==> src/timer8_pkg.sv <==
// Constants, register map and field layout of the 8-bit timer/counter.
// Assumes one 250 MHz system clock and an APB register port.
// Operation
// Mode is {high bit, low bits}; 0 normal TOP FF, 1 phase-correct TOP FF.
// Mode 2 clear-on-match, 3 fast FF, 5/7 TOP from compare A; 4,6 reserved.
// Overflow at MAX in 0,2,3; at BOTTOM in 1,5; at TOP in 7.
// Reserved bits ignore writes and read zero.
// Force bit 7/6 in non-PWM mode applies channel compare action now.
// Forced strobe sets no flag and never clears the counter.
// Force bits are write strobes only and read zero.
// Software writes zero force bits while a PWM mode is selected.
// Clock select 0 stops, 1 undivided, 2..5 divide by 8,64,256,1024.
// Clock select 6 counts falling pin edges, 7 rising pin edges.
// Pin edges count even while the pin is an output.
// Counter readable and writable by software at any time.
// Counter write suppresses compare matches on the next timer tick.
// Compare values compared continuously; equality drives flag and output; here the output only in non-PWM modes 0 and 2.
// Mask bits 2,1,0 gate flags with global enable onto requests.
// Flag bit 2 sets on compare B match.
// Flags clear on vector taken or written one; zero leaves them.
// Flag bit 1 sets on compare A match.
// Flag bit 0 sets on overflow at the mode's point.
// Non-PWM output codes: 01 toggle, 10 clear, 11 set, 00 disconnected.
// Count, compare and flag updates only on timer tick cycles.
// Clear-on-match counter returns to zero on the tick after TOP match.
package timer8_pkg;
    localparam logic [4:0] OFS_CTRL_A   = 5'h00;
    localparam logic [4:0] OFS_CTRL_B   = 5'h04;
    localparam logic [4:0] OFS_COUNTER  = 5'h08;
    localparam logic [4:0] OFS_CMP_A    = 5'h0C;
    localparam logic [4:0] OFS_CMP_B    = 5'h10;
    localparam logic [4:0] OFS_IRQ_MASK = 5'h14;
    localparam logic [4:0] OFS_FLAGS    = 5'h18;

    localparam logic [7:0] CTRL_A_MASK  = 8'hF3;
    localparam logic [7:0] CTRL_B_MASK  = 8'h0F;
    localparam logic [7:0] IRQ_MASK_BITS = 8'h07;
    localparam int         BIT_FORCE_A  = 7;
    localparam int         BIT_FORCE_B  = 6;
    localparam int         BIT_HI_MODE  = 3;
    localparam int         BIT_OVF      = 0;
    localparam int         BIT_CMPA     = 1;
    localparam int         BIT_CMPB     = 2;
    localparam logic [7:0] RESET_BYTE   = 8'h00;
    localparam logic [7:0] MAX_VAL      = 8'hFF;
    localparam logic [7:0] BOTTOM_VAL   = 8'h00;

    localparam logic [2:0] CS_STOP = 3'h0;
    localparam logic [2:0] CS_DIV1 = 3'h1;
    localparam logic [2:0] CS_DIV8 = 3'h2;
    localparam logic [2:0] CS_DIV64 = 3'h3;
    localparam logic [2:0] CS_DIV256 = 3'h4;
    localparam logic [2:0] CS_DIV1024 = 3'h5;
    localparam logic [2:0] CS_EXT_FALL = 3'h6;
    localparam logic [2:0] CS_EXT_RISE = 3'h7;
    localparam int         PRESCALE_W = 10;

    localparam logic [2:0] MODE_NORMAL   = 3'h0;
    localparam logic [2:0] MODE_PC_FF    = 3'h1;
    localparam logic [2:0] MODE_CLR_MATCH = 3'h2;
    localparam logic [2:0] MODE_FAST_FF  = 3'h3;
    localparam logic [2:0] MODE_PC_CMPA  = 3'h5;
    localparam logic [2:0] MODE_FAST_CMPA = 3'h7;

    localparam logic [1:0] OUT_TOGGLE = 2'h1;
    localparam logic [1:0] OUT_CLEAR  = 2'h2;
    localparam logic [1:0] OUT_SET    = 2'h3;

    function automatic logic is_pwm(input logic [2:0] mode);
        return !(mode == MODE_NORMAL || mode == MODE_CLR_MATCH);
    endfunction : is_pwm
endpackage : timer8_pkg

==> src/timer8_core.sv <==
// Top: 8-bit timer/counter with two compare channels and an APB slave.
// Assumes a synchronous count pin and one 250 MHz clock; 32-bit APB.
//
// Local design decisions: register access over APB and the address map.
`timescale 1ns/1ns
module timer8_core
    import timer8_pkg::*;
(
    input  wire logic        core_clk_i,
    input  wire logic        rst_b_i,
    input  wire logic        psel,
    input  wire logic        penable,
    input  wire logic        pwrite,
    input  wire logic [31:0] paddr,
    input  wire logic [31:0] pwdata,
    output logic      [31:0] prdata,
    output logic             pready,
    output logic             pslverr,
    input  wire logic        external_count_pin_i,
    input  wire logic        global_irq_enable_i,
    input  wire logic        vector_taken_ovf_i,
    input  wire logic        vector_taken_cmpa_i,
    input  wire logic        vector_taken_cmpb_i,
    output logic             wave_out_a_o,
    output logic             wave_out_b_o,
    output logic             wave_drive_a_o,
    output logic             wave_drive_b_o,
    output logic             irq_overflow_o,
    output logic             irq_compare_a_o,
    output logic             irq_compare_b_o
);
    // ***********************************************************
    // State
    // ***********************************************************
    typedef struct packed {
        logic [7:0]  ctrl_a;
        logic [7:0]  ctrl_b;
        logic [7:0]  counter;
        logic [7:0]  cmp_a;
        logic [7:0]  cmp_b;
        logic [7:0]  mask;
        logic [2:0]  flags;
        logic        down;
        logic        block_match;
        logic [31:0] rdata;
        logic        err;
        logic [2:0]  irq;
        logic        drv_a;
        logic        drv_b;
    } core_s;
    core_s st_reg, st_next;

    logic       tick;
    logic       wave_a, wave_b;
    logic [2:0] mode;
    logic [7:0] top;
    logic       acc, wr, rd;
    logic       pready_reg;
    logic [4:0] ofs;
    logic       mapped;
    logic       m_a, m_b, ovf;
    logic       force_a, force_b;
    logic       act_a, act_b;
    logic [2:0] set_f, clr_f;

    assign mode = {st_reg.ctrl_b[BIT_HI_MODE], st_reg.ctrl_a[1:0]};

    // ***********************************************************
    // Tick source and waveform channels
    // ***********************************************************
    timer8_tick_gen u_tick (
        .core_clk_i            (core_clk_i),
        .rst_b_i               (rst_b_i),
        .clock_source_select_i (st_reg.ctrl_b[2:0]),
        .external_count_pin_i  (external_count_pin_i),
        .tick_o                (tick)
    );

    timer8_wave_out u_wave_a (
        .core_clk_i    (core_clk_i),
        .rst_b_i       (rst_b_i),
        .output_mode_i (st_reg.ctrl_a[7:6]),
        .act_i         (act_a),
        .wave_o        (wave_a)
    );

    timer8_wave_out u_wave_b (
        .core_clk_i    (core_clk_i),
        .rst_b_i       (rst_b_i),
        .output_mode_i (st_reg.ctrl_a[5:4]),
        .act_i         (act_b),
        .wave_o        (wave_b)
    );

    // ***********************************************************
    // Bus decode
    // ***********************************************************
    // The answer cycle keeps psel and penable high; acting on it again
    // would repeat a force strobe and toggle the pin back
    assign acc = psel && penable && !pready_reg;
    assign wr = acc && pwrite;
    assign rd = acc && !pwrite;
    assign ofs = paddr[4:0];
    assign mapped = (paddr[31:5] == 27'h0) && (ofs[1:0] == 2'h0) && (ofs <= OFS_FLAGS);

    // ***********************************************************
    // Counting, compare and flags
    // ***********************************************************
    always_comb begin
        // TOP follows the mode; reserved modes take TOP = MAX as in normal mode
        case (mode)
            MODE_CLR_MATCH, MODE_PC_CMPA, MODE_FAST_CMPA: top = st_reg.cmp_a;
            default:                                      top = MAX_VAL;
        endcase
        // Match is gated by the tick and blocked after a counter write
        m_a = tick && !st_reg.block_match && (st_reg.counter == st_reg.cmp_a);
        m_b = tick && !st_reg.block_match && (st_reg.counter == st_reg.cmp_b);
        case (mode)
            MODE_PC_FF, MODE_PC_CMPA: ovf = tick && (st_reg.counter == BOTTOM_VAL) && st_reg.down;
            MODE_FAST_CMPA:           ovf = tick && (st_reg.counter == top);
            default:                  ovf = tick && (st_reg.counter == MAX_VAL);
        endcase
        force_a = wr && mapped && ofs == OFS_CTRL_B && pwdata[BIT_FORCE_A] && !is_pwm(mode);
        force_b = wr && mapped && ofs == OFS_CTRL_B && pwdata[BIT_FORCE_B] && !is_pwm(mode);
        // Only non-PWM matches drive the pins here; PWM tables are not modelled
        act_a = force_a || (m_a && !is_pwm(mode));
        act_b = force_b || (m_b && !is_pwm(mode));
    end

    always_comb begin
        st_next = st_reg;
        st_next.err = 1'b0;
        st_next.rdata = 32'h0;
        set_f = {m_b, m_a, ovf};
        clr_f = {vector_taken_cmpb_i, vector_taken_cmpa_i, vector_taken_ovf_i};

        // Count sequence
        if (tick) begin
            case (mode)
                MODE_PC_FF, MODE_PC_CMPA: begin
                    if (!st_reg.down && st_reg.counter >= top) begin
                        st_next.down = 1'b1;
                        st_next.counter = st_reg.counter - 8'h01;
                    end else if (st_reg.down && st_reg.counter == BOTTOM_VAL) begin
                        st_next.down = 1'b0;
                        st_next.counter = st_reg.counter + 8'h01;
                    end else if (st_reg.down) begin
                        st_next.counter = st_reg.counter - 8'h01;
                    end else begin
                        st_next.counter = st_reg.counter + 8'h01;
                    end
                end
                MODE_CLR_MATCH, MODE_FAST_CMPA: begin
                    // Wrap on the tick after the TOP match; forces never reach here
                    if (st_reg.counter == top) begin
                        st_next.counter = BOTTOM_VAL;
                    end else begin
                        st_next.counter = st_reg.counter + 8'h01;
                    end
                    st_next.down = 1'b0;
                end
                default: begin
                    st_next.counter = st_reg.counter + 8'h01;
                    st_next.down = 1'b0;
                end
            endcase
            st_next.block_match = 1'b0;
        end

        // Register writes and reads
        if (wr) begin
            if (mapped) begin
                case (ofs)
                    OFS_CTRL_A:   st_next.ctrl_a = pwdata[7:0] & CTRL_A_MASK;
                    OFS_CTRL_B:   st_next.ctrl_b = pwdata[7:0] & CTRL_B_MASK;
                    OFS_COUNTER: begin
                        st_next.counter = pwdata[7:0];
                        st_next.block_match = 1'b1;
                    end
                    OFS_CMP_A:    st_next.cmp_a = pwdata[7:0];
                    OFS_CMP_B:    st_next.cmp_b = pwdata[7:0];
                    OFS_IRQ_MASK: st_next.mask = pwdata[7:0] & IRQ_MASK_BITS;
                    OFS_FLAGS:    clr_f = clr_f | pwdata[2:0];
                    default:      st_next.err = 1'b0;
                endcase
            end else begin
                st_next.err = 1'b1;
            end
        end else if (rd) begin
            if (mapped) begin
                case (ofs)
                    OFS_CTRL_A:   st_next.rdata = {24'h0, st_reg.ctrl_a};
                    OFS_CTRL_B:   st_next.rdata = {24'h0, st_reg.ctrl_b};
                    OFS_COUNTER:  st_next.rdata = {24'h0, st_reg.counter};
                    OFS_CMP_A:    st_next.rdata = {24'h0, st_reg.cmp_a};
                    OFS_CMP_B:    st_next.rdata = {24'h0, st_reg.cmp_b};
                    OFS_IRQ_MASK: st_next.rdata = {24'h0, st_reg.mask};
                    OFS_FLAGS:    st_next.rdata = {29'h0, st_reg.flags};
                    default:      st_next.rdata = 32'h0;
                endcase
            end else begin
                st_next.err = 1'b1;
            end
        end

        // A new event wins over a clear in the same cycle
        st_next.flags = (st_reg.flags & ~clr_f) | set_f;
        st_next.irq = st_next.flags & st_next.mask[2:0] & {3{global_irq_enable_i}};
        st_next.drv_a = (st_next.ctrl_a[7:6] != 2'h0);
        st_next.drv_b = (st_next.ctrl_a[5:4] != 2'h0);
    end

    always_ff @(posedge core_clk_i or negedge rst_b_i) begin
        if (!rst_b_i) begin
            st_reg <= '0;
        end else begin
            st_reg <= st_next;
        end
    end

    // ***********************************************************
    // Outputs
    // ***********************************************************
    // One wait state: pready rises in the second access cycle with the data
    always_ff @(posedge core_clk_i or negedge rst_b_i) begin
        if (!rst_b_i) begin
            pready_reg <= 1'b0;
        end else begin
            pready_reg <= psel && penable && !pready_reg;
        end
    end

    assign pready = pready_reg;
    assign prdata = st_reg.rdata;
    assign pslverr = st_reg.err;
    assign wave_out_a_o = wave_a;
    assign wave_out_b_o = wave_b;
    assign wave_drive_a_o = st_reg.drv_a;
    assign wave_drive_b_o = st_reg.drv_b;
    assign irq_overflow_o = st_reg.irq[BIT_OVF];
    assign irq_compare_a_o = st_reg.irq[BIT_CMPA];
    assign irq_compare_b_o = st_reg.irq[BIT_CMPB];

    // ***********************************************************
    // Checks
    // ***********************************************************
    chk_no_tick_hold: assert property (@(posedge core_clk_i) disable iff (!rst_b_i)
        (!tick && !wr) |=> $stable(st_reg.counter)) else $error("counter moved without tick");
    chk_cmpb_flag_set: assert property (@(posedge core_clk_i) disable iff (!rst_b_i)
        m_b |=> st_reg.flags[BIT_CMPB]) else $error("compare B flag not set");
    chk_cmpa_flag_set: assert property (@(posedge core_clk_i) disable iff (!rst_b_i)
        m_a |=> st_reg.flags[BIT_CMPA]) else $error("compare A flag not set");
    chk_counter_block: assert property (@(posedge core_clk_i) disable iff (!rst_b_i)
        (wr && mapped && ofs == OFS_COUNTER) |=> (!m_a && !m_b)) else $error("match after write");
    chk_force_keeps_count: assert property (@(posedge core_clk_i) disable iff (!rst_b_i)
        (force_a && !tick) |=> $stable(st_reg.counter)) else $error("force moved counter");
    chk_pc_bottom_ovf: assert property (@(posedge core_clk_i) disable iff (!rst_b_i)
        (ovf && (mode == MODE_PC_FF || mode == MODE_PC_CMPA))
        |=> st_reg.flags[BIT_OVF]) else $error("overflow at BOTTOM missed");
    chk_force_no_flag: assert property (@(posedge core_clk_i) disable iff (!rst_b_i)
        (force_a && !m_a && !st_reg.flags[BIT_CMPA] && !vector_taken_cmpa_i)
        |=> !st_reg.flags[BIT_CMPA]) else $error("force set flag");
    chk_ctc_wrap: assert property (@(posedge core_clk_i) disable iff (!rst_b_i)
        (tick && !wr && mode == MODE_CLR_MATCH && st_reg.counter == st_reg.cmp_a)
        |=> st_reg.counter == BOTTOM_VAL) else $error("clear-on-match wrap missed");
    chk_flag_w1c: assert property (@(posedge core_clk_i) disable iff (!rst_b_i)
        (wr && mapped && ofs == OFS_FLAGS && pwdata[BIT_OVF] && !ovf)
        |=> !st_reg.flags[BIT_OVF]) else $error("overflow flag not cleared");
    chk_ovf_normal: assert property (@(posedge core_clk_i) disable iff (!rst_b_i)
        (tick && mode == MODE_NORMAL && st_reg.counter == MAX_VAL)
        |=> st_reg.flags[BIT_OVF]) else $error("overflow at MAX missed");
    chk_reserved_zero: assert property (@(posedge core_clk_i) disable iff (!rst_b_i)
        (st_reg.mask[7:3] == 5'h0) && (st_reg.ctrl_b[7:4] == 4'h0)) else $error("reserved bit set");
    chk_irq_gate: assert property (@(posedge core_clk_i) disable iff (!rst_b_i)
        !global_irq_enable_i |=> !irq_overflow_o) else $error("irq without global enable");
endmodule : timer8_core

==> src/timer8_tick_gen.sv <==
// Timer tick source: free-running prescaler taps and external pin edges.
// Assumes the pin input is already synchronous to the system clock.
`timescale 1ns/1ns
module timer8_tick_gen
    import timer8_pkg::*;
#(
    parameter int PW = PRESCALE_W
) (
    input  wire logic       core_clk_i,
    input  wire logic       rst_b_i,
    input  wire logic [2:0] clock_source_select_i,
    input  wire logic       external_count_pin_i,
    output logic            tick_o
);
    typedef struct packed {
        logic [PW-1:0] pre;
        logic          pin_last;
        logic          tick;
    } tick_s;
    tick_s st_reg, st_next;
    logic rise, fall;

    always_comb begin
        st_next = st_reg;
        st_next.pre = st_reg.pre + 1'b1;
        st_next.pin_last = external_count_pin_i;
        // Pin is sampled regardless of its direction setting
        rise = external_count_pin_i & ~st_reg.pin_last;
        fall = ~external_count_pin_i & st_reg.pin_last;
        case (clock_source_select_i)
            CS_STOP:     st_next.tick = 1'b0;
            CS_DIV1:     st_next.tick = 1'b1;
            CS_DIV8:     st_next.tick = (st_reg.pre[2:0] == 3'h7);
            CS_DIV64:    st_next.tick = (st_reg.pre[5:0] == 6'h3F);
            CS_DIV256:   st_next.tick = (st_reg.pre[7:0] == 8'hFF);
            CS_DIV1024:  st_next.tick = (st_reg.pre == {PW{1'b1}});
            CS_EXT_FALL: st_next.tick = fall;
            CS_EXT_RISE: st_next.tick = rise;
            default:     st_next.tick = 1'b0;
        endcase
    end

    always_ff @(posedge core_clk_i or negedge rst_b_i) begin
        if (!rst_b_i) begin
            st_reg <= '0;
        end else begin
            st_reg <= st_next;
        end
    end

    assign tick_o = st_reg.tick;

    chk_stop_no_tick: assert property (@(posedge core_clk_i) disable iff (!rst_b_i)
        (clock_source_select_i == CS_STOP) |=> !tick_o) else $error("tick while stopped");
endmodule : timer8_tick_gen

==> src/timer8_wave_out.sv <==
// One compare channel's waveform output bit.
// Assumes match and force are one-cycle pulses qualified upstream.
`timescale 1ns/1ns
module timer8_wave_out
    import timer8_pkg::*;
(
    input  wire logic       core_clk_i,
    input  wire logic       rst_b_i,
    input  wire logic [1:0] output_mode_i,
    input  wire logic       act_i,
    output logic            wave_o
);
    typedef struct packed {
        logic wave;
    } wave_s;
    wave_s st_reg, st_next;

    always_comb begin
        st_next = st_reg;
        if (act_i) begin
            case (output_mode_i)
                OUT_TOGGLE: st_next.wave = ~st_reg.wave;
                OUT_CLEAR:  st_next.wave = 1'b0;
                OUT_SET:    st_next.wave = 1'b1;
                default:    st_next.wave = st_reg.wave;
            endcase
        end
    end

    always_ff @(posedge core_clk_i or negedge rst_b_i) begin
        if (!rst_b_i) begin
            st_reg <= '0;
        end else begin
            st_reg <= st_next;
        end
    end

    assign wave_o = st_reg.wave;

    chk_set_code: assert property (@(posedge core_clk_i) disable iff (!rst_b_i)
        (act_i && output_mode_i == OUT_SET) |=> wave_o) else $error("set code missed");
endmodule : timer8_wave_out
==> config.mk <==
export PLATFORM = sky130hd
export DESIGN_NAME = timer8_core
export DESIGN_NICKNAME = d
export VERILOG_FILES = /design/src/timer8_pkg.sv /design/src/timer8_core.sv /design/src/timer8_tick_gen.sv /design/src/timer8_wave_out.sv
export SDC_FILE = /design/constraint.sdc
export NUM_CORES = 1
export LEC_CHECK = 0
export BUFFER_PORTS_ARGS = -buffer_cell sky130_fd_sc_hd__buf_4
export CAP_MARGIN = 5
export CORE_MARGIN = 5
export CORE_UTILIZATION = 45
export DETAILED_ROUTE_END_ITERATION = 8
export PLACE_DENSITY_LB_ADDON = 0.12
export SLEW_MARGIN = 5
export SYNTH_ARGS = -nofsm -noshare
export SYNTH_HDL_FRONTEND = slang
export SYNTH_HIERARCHICAL = 1
export SYNTH_SLANG_ARGS = --single-unit
==> constraint.sdc <==
create_clock -name core_clk_i -period 3.38 [get_ports core_clk_i]
set_input_delay 0.338 -clock core_clk_i [delete_from_list [all_inputs] [get_ports core_clk_i]]
set_output_delay 0.338 -clock core_clk_i [all_outputs]
set_load 0.005 [all_outputs]
Yosys cells after proc, flatten, opt, wreduce, memory -nomap -nowiden
Cells that the tools add are included. Widths: inputs -> output; s select.

Word-level logic and storage cells: 155. Register bits: 95.

Mux-type cells: 35. $add $sub $neg: 3. Reductions and logical operators: 50. Equality and inequality tests: 32. Order comparisons: 2. Bitwise gates (word level): 12.

Operator list (count): $mux 48 (2); $mux 8 (11); $pmux 8 s7 (1); $mux 33 (1); $mux 32 (1); $logic_not 27->1 (1); $eq 8x8->1 (3); $logic_and 1x1->1 (23); $eq 3x3->1 const B (7); $eq 8x8->1 const B (2); $pmux 8 s2 (1); $eq 5x5->1 const B (3); $mux 3 (4); $reduce_and 3->1 (4); $add 10x1->10 const B (1); $eq 10x10->1 const B (1); $eq 5x4->1 const B (2); $and 3x3->3 (3); $eq 3x2->1 const B (3); $mux 1 (9); $add 8x1->8 const B (1); $eq 2x2->1 const B (4); $ge 8x8->1 (1); $logic_not 8->1 (1); 25 further kinds (44).

Longest topological paths before layout
Depth after elaboration: 13. Mapped depth: 11. Mapped depth without buffers: 10.

Cells and area by module
The synthesis kept the hierarchy.

Modules (own cells, without submodules): timer8_core (instances 1, sequential area each 1426.4 um^2, area an instance 3893.7 um^2, cells each 415); timer8_tick_gen (instances 1, sequential area each 300.3 um^2, area an instance 523.0 um^2, cells each 45); timer8_wave_out (instances 2, sequential area each 25.0 um^2, area an instance 50.0 um^2, cells each 4).

Worst setup path after synthesis
Ideal clock, no wire load.

Path type: register to register. Start point: register st_reg (netlist bit mode[0]). End point: register st_reg[73] (netlist name). Setup slack: 0.433 ns. Clock period less this slack: 2.947 ns. Required time: 3.244 ns. Path buffers: 1. Data arrival time: 2.811 ns. Cell stages (with the launch flop): 12. Path through: dfrtp_1 nor2_1 a21oi_1 or2_2 ha_1 nand2b_1 a2111o_1 a21oi_1 buf_2 nor2_1 o311ai_0 a21oi_1.

RTL lines: start, declared (RTL line timer8_core.sv:51) `core_s st_reg, st_next;`; start signal, assigned (RTL line timer8_core.sv:217) `st_reg <= st_next;`.

==> metrics.log <==
[metrics] # DRC: 0
[metrics] wire length per cell after detailed routing: 17.7 µm
[metrics] count of max-cap constraint violations: 0
[metrics] Netlist Area Pre-Place: 4520 µm²
[metrics] share of power burned in the clock network: 42.2%
[metrics] area overhead of the layout relative to synthesis: 15.0%
[metrics] number of sinks driven by the clock tree: 71
[metrics] max FFs per register: 39
[metrics] width of the chip: 110 µm
[metrics] post-route worst setup slack: 0.335 ns
[metrics] maximum frequency from static timing analysis: 0.328 GHz
[metrics] multiplexer share of the synthesized area: 9.86%
[metrics] number of enable-type register cells in the synthesized netlist: 0
[metrics] Max Root-Sink Buffers: 2
[metrics] CP max stage cell: sky130_fd_sc_hd__dfrtp_1
[metrics] weighted congestion at the end of routability-driven global placement: 0.857
[metrics] number of buffers added by the clock tree synthesis step: 9
[metrics] XOR/XNOR share of the synthesized area: 5.04%
[metrics] Worst Path Class, Setup: flop to flop
[metrics] number of instances in the placed design: 644
[metrics] startpoint type of the worst setup path: flop
[metrics] largest net degree at the start of global routing: 72
[metrics] worst hold margin: 0.103 ns
[metrics] height of the chip: 110 µm
[metrics] total setup violations reported at the end of the flow: 0
[metrics] Routed Wire Length: 11700 µm
[metrics] Detail Route met2 WL: 5220 µm
[metrics] post-synthesis share of cell area spent on full adders, half adders and majority gates: 3.32%
[metrics] worst voltage drop across the vdd grid: 0.148 mV
[metrics] required time at the endpoint of the critical path: 3.61 ns
[metrics] net switching component of the power: 0.000421 W
[metrics] vias in the first global route: 3675
[metrics] reg-to-reg critical path startpoint: mode[2]
[metrics] switching share of total power: 25.3%
[metrics] peak fanout along the critical path: 13
[metrics] share of flip-flops with an asynchronous set or reset after synthesis: 100%
[metrics] count of state elements after synthesis: 71
[metrics] setup repair after global routing missed its margin: false
[metrics] run status: completed
[metrics] GR Overflow Total: 0
[metrics] overall routing resource usage: 20.0%
[metrics] Final HPWL DP: 8670 µm
[metrics] Critical Path Sink Type: flop
[metrics] syn avg cell area: 9.65 µm²
[metrics] class of the tightest hold or removal check: input pin to flop
[metrics] power per cell area: 320 nW/µm²
[metrics] later-pin clock latency in the skew report: 0.35 ns
[metrics] area share of and/or/nand/nor cells after synthesis: 20.0%
[metrics] combinational fraction of design power: 6.7%
[metrics] CTS root buf: sky130_fd_sc_hd__clkbuf_8
[metrics] relative contribution of sequential cells to total power: 51.1%
[metrics] Routed met3 length: 754 µm
[metrics] leakage power figure: 2.46 nW
[metrics] antenna violations before repair: 0
[metrics] I/O pin cnt: 115
[metrics] count of H-tree levels built during CTS: 3
[metrics] first-pass GRT wire length: 18700 µm
[metrics] share of layout cells above drive strength 1: 26.6%
[metrics] port bufs: 66
[metrics] final standard cell count with taps included and fillers excluded: 660
[metrics] ordered cell list for the critical path: and2_1 > a21oi_1 > buf_4 > nor2_1 > ha_1 > and4_1 > o21a_1 > a21oi_1 > buf_4 > a22o_1 > a221oi_1 > o21ai_0
[metrics] peak per-stage delay on the critical path: 0.46 ns
[metrics] CTS tree: done
[metrics] complex-gate fraction of the synthesized area: 14.0%
[metrics] Worst Hold End: u_tick/st_reg[1]
[metrics] post-CTS sizing: 0
[metrics] critical path's top delay family: compound AO/OA/AOI/OAI gates
[metrics] Crit path buffers/inverters: 2
[metrics] cell count of the worst hold path: 1
[metrics] number of placement rows: 36
[metrics] Most used DFF post-synth: sky130_fd_sc_hd__dfrtp_1
[metrics] diodes inserted: 0
[metrics] Yosys warning count: 6
[metrics] fin crit share: 90.1%
[metrics] post-synth cell types: 67
[metrics] residual antenna-violating net count after detailed routing: 0
[metrics] Worst Hold Launch: external_count_pin_i
[metrics] Core Region: 9770 µm²
[metrics] number of filler cells placed in the layout: 923
[metrics] register area share after synthesis: 39.3%
[metrics] data arrival time of the critical path: 3.27 ns
[metrics] Initial Utilization: 46.2%
[metrics] transition time at the pin with the least slew margin: 0.940 ns
[metrics] number of setup buffers added after CTS: 0
[metrics] Die Footprint: 12100 µm²
[metrics] met1 wire length: 5390 µm
[metrics] Final TNS setup: 0 ns
[metrics] P_int: 0.00124 W
[metrics] Max Clock Skew: 0.0119 ns
[metrics] number of violations reported at the end of detailed-routing iteration 0: 232
[metrics] Setup WS pre-CTS: 0.394 ns
[metrics] Net count, final: 608
[metrics] Initial DRT Pass Iterations: 5
[metrics] number of hold buffers added after CTS: 0
[metrics] uppermost layer routed: met4
[metrics] number of failing hold endpoints at the final stage: 0
[metrics] Final min period: 3.05 ns
[metrics] vias after detailed routing: 3691
[metrics] post-synthesis instance total: 468
[metrics] R2R depth: 12
[metrics] via density per instance: 5.59
[metrics] dominant combinational cell family by area after synthesis: simple AND/OR/NAND/NOR gates
[metrics] most frequent cells in the layout: sky130_fd_sc_hd__buf_4, sky130_fd_sc_hd__dfrtp_1, sky130_fd_sc_hd__nor2_1
[metrics] post-layout power: 0.00166 W
[metrics] Critical R2R Capture: st_reg[74]
[metrics] clock-pin slew reported for the worst setup and hold paths after clock tree synthesis: 0.09 ns
[metrics] Max transition margin: 37.3%
[metrics] most frequent standard cell in the layout excluding fill and tap cells: sky130_fd_sc_hd__buf_4
[metrics] register-to-register setup slack: 0.33 ns
[metrics] Final Max Tran Viols: 0
==> power groups by stage <==
stage / Sequential (W) / Combinational (W) / Clock [W]
2_1_floorplan: 0.000868 / 0.0000512 / 0
3_3_place_gp: 0.000868 / 0.000111 / 0
3_5_place_dp: 0.000868 / 0.000112 / 0
4_1_cts: 0.000851 / 0.000112 / 0.000714
5_1_grt: 0.000852 / 0.000125 / 0.000753
6_report: 0.000851 / 0.000111 / 0.000702
==> metal layers <==
metal  GRT usage [%]  vias to the layer above
met5               0                        -
met1            28.3                     1765
met4            8.88                        0
met2            30.1                      154
met3            3.55                       28
li1                -                     1744
==> logic make-up after synthesis <==
| group | after synthesis |
|---|---|
| flip-flops | 71 |
| AO/OA/AOI/OAI | 90 |
| adder cells (fa/ha/maj) | 12 |
| other | 1 |
| buffers and inverters | 67 |
| XOR/XNOR | 26 |
| multiplexers | 40 |
| AND/OR/NAND/NOR | 161 |
==> Yosys cell counts (4+ instances only) <==
| cell | n | area [µm²] |
|---|---|---|
| sky130_fd_sc_hd__dfrtp_1 | 71 | 1780 |
| sky130_fd_sc_hd__o21a_1 | 5 | 37.5 |
| sky130_fd_sc_hd__ha_1 | 12 | 150 |
| sky130_fd_sc_hd__nor4_2 | 5 | 62.6 |
| sky130_fd_sc_hd__inv_1 | 13 | 48.8 |
| sky130_fd_sc_hd__a31oi_1 | 5 | 31.3 |
| sky130_fd_sc_hd__buf_4 | 32 | 240 |
| sky130_fd_sc_hd__nand2_1 | 33 | 124 |
| sky130_fd_sc_hd__a211oi_1 | 4 | 30.0 |
| sky130_fd_sc_hd__o211ai_1 | 4 | 30.0 |
| sky130_fd_sc_hd__nor2b_1 | 4 | 25.0 |
| sky130_fd_sc_hd__nand4_1 | 4 | 25.0 |
| sky130_fd_sc_hd__and4_1 | 4 | 35.0 |
| sky130_fd_sc_hd__o21ai_0 | 18 | 90.1 |
| sky130_fd_sc_hd__and3_1 | 8 | 50.1 |
| sky130_fd_sc_hd__clkbuf_1 | 16 | 60.1 |
| sky130_fd_sc_hd__a21oi_1 | 15 | 75.1 |
| sky130_fd_sc_hd__nor2_1 | 38 | 143 |
| sky130_fd_sc_hd__nand3_1 | 17 | 85.1 |
| sky130_fd_sc_hd__a22oi_1 | 4 | 30.0 |
| sky130_fd_sc_hd__a221oi_1 | 4 | 35.0 |
| sky130_fd_sc_hd__nor3_1 | 11 | 55.1 |
| sky130_fd_sc_hd__buf_2 | 5 | 25.0 |
| sky130_fd_sc_hd__mux2_2 | 30 | 338 |
| sky130_fd_sc_hd__xnor2_1 | 20 | 175 |
| sky130_fd_sc_hd__a222oi_1 | 4 | 40.0 |
| sky130_fd_sc_hd__xor2_1 | 6 | 52.6 |
| sky130_fd_sc_hd__nand2b_1 | 10 | 62.6 |
| sky130_fd_sc_hd__mux2i_1 | 7 | 70.1 |
==> through the flow <==
stage	util, %	area (µm²)
floorplan	-	4600
global placement	51.1	5000
detailed placement	51.1	5000
CTS	53.1	5190
global route	53.1	5190
finish	53.1	5190
==> worst max path at each step <==
stage                        from    endpoint  slack (ns)  depth (start not counted)
final                     mode[2]  st_reg[74]        0.33                         12
after global routing      mode[2]  st_reg[74]        0.10                         12
after CTS                 mode[2]  st_reg[70]        0.37                         12
after detailed placement  mode[2]  st_reg[70]        0.39                         12
after global placement    mode[2]  st_reg[70]        0.43                         12
after floorplan           mode[0]  st_reg[73]        0.43                         11
==> layout make-up <==
class,count,area [µm²],area share (%)
inverter,13,48.8,0.939
clock buffer,10,128,2.46
tap,133,166,3.20
multi-input combinational,353,2450,47.1
sequential,71,1780,34.2
clock inverter,6,71.3,1.37
timing repair buffer,74,556,10.7
No activity file was read; power rests on OpenSTA's default activity.
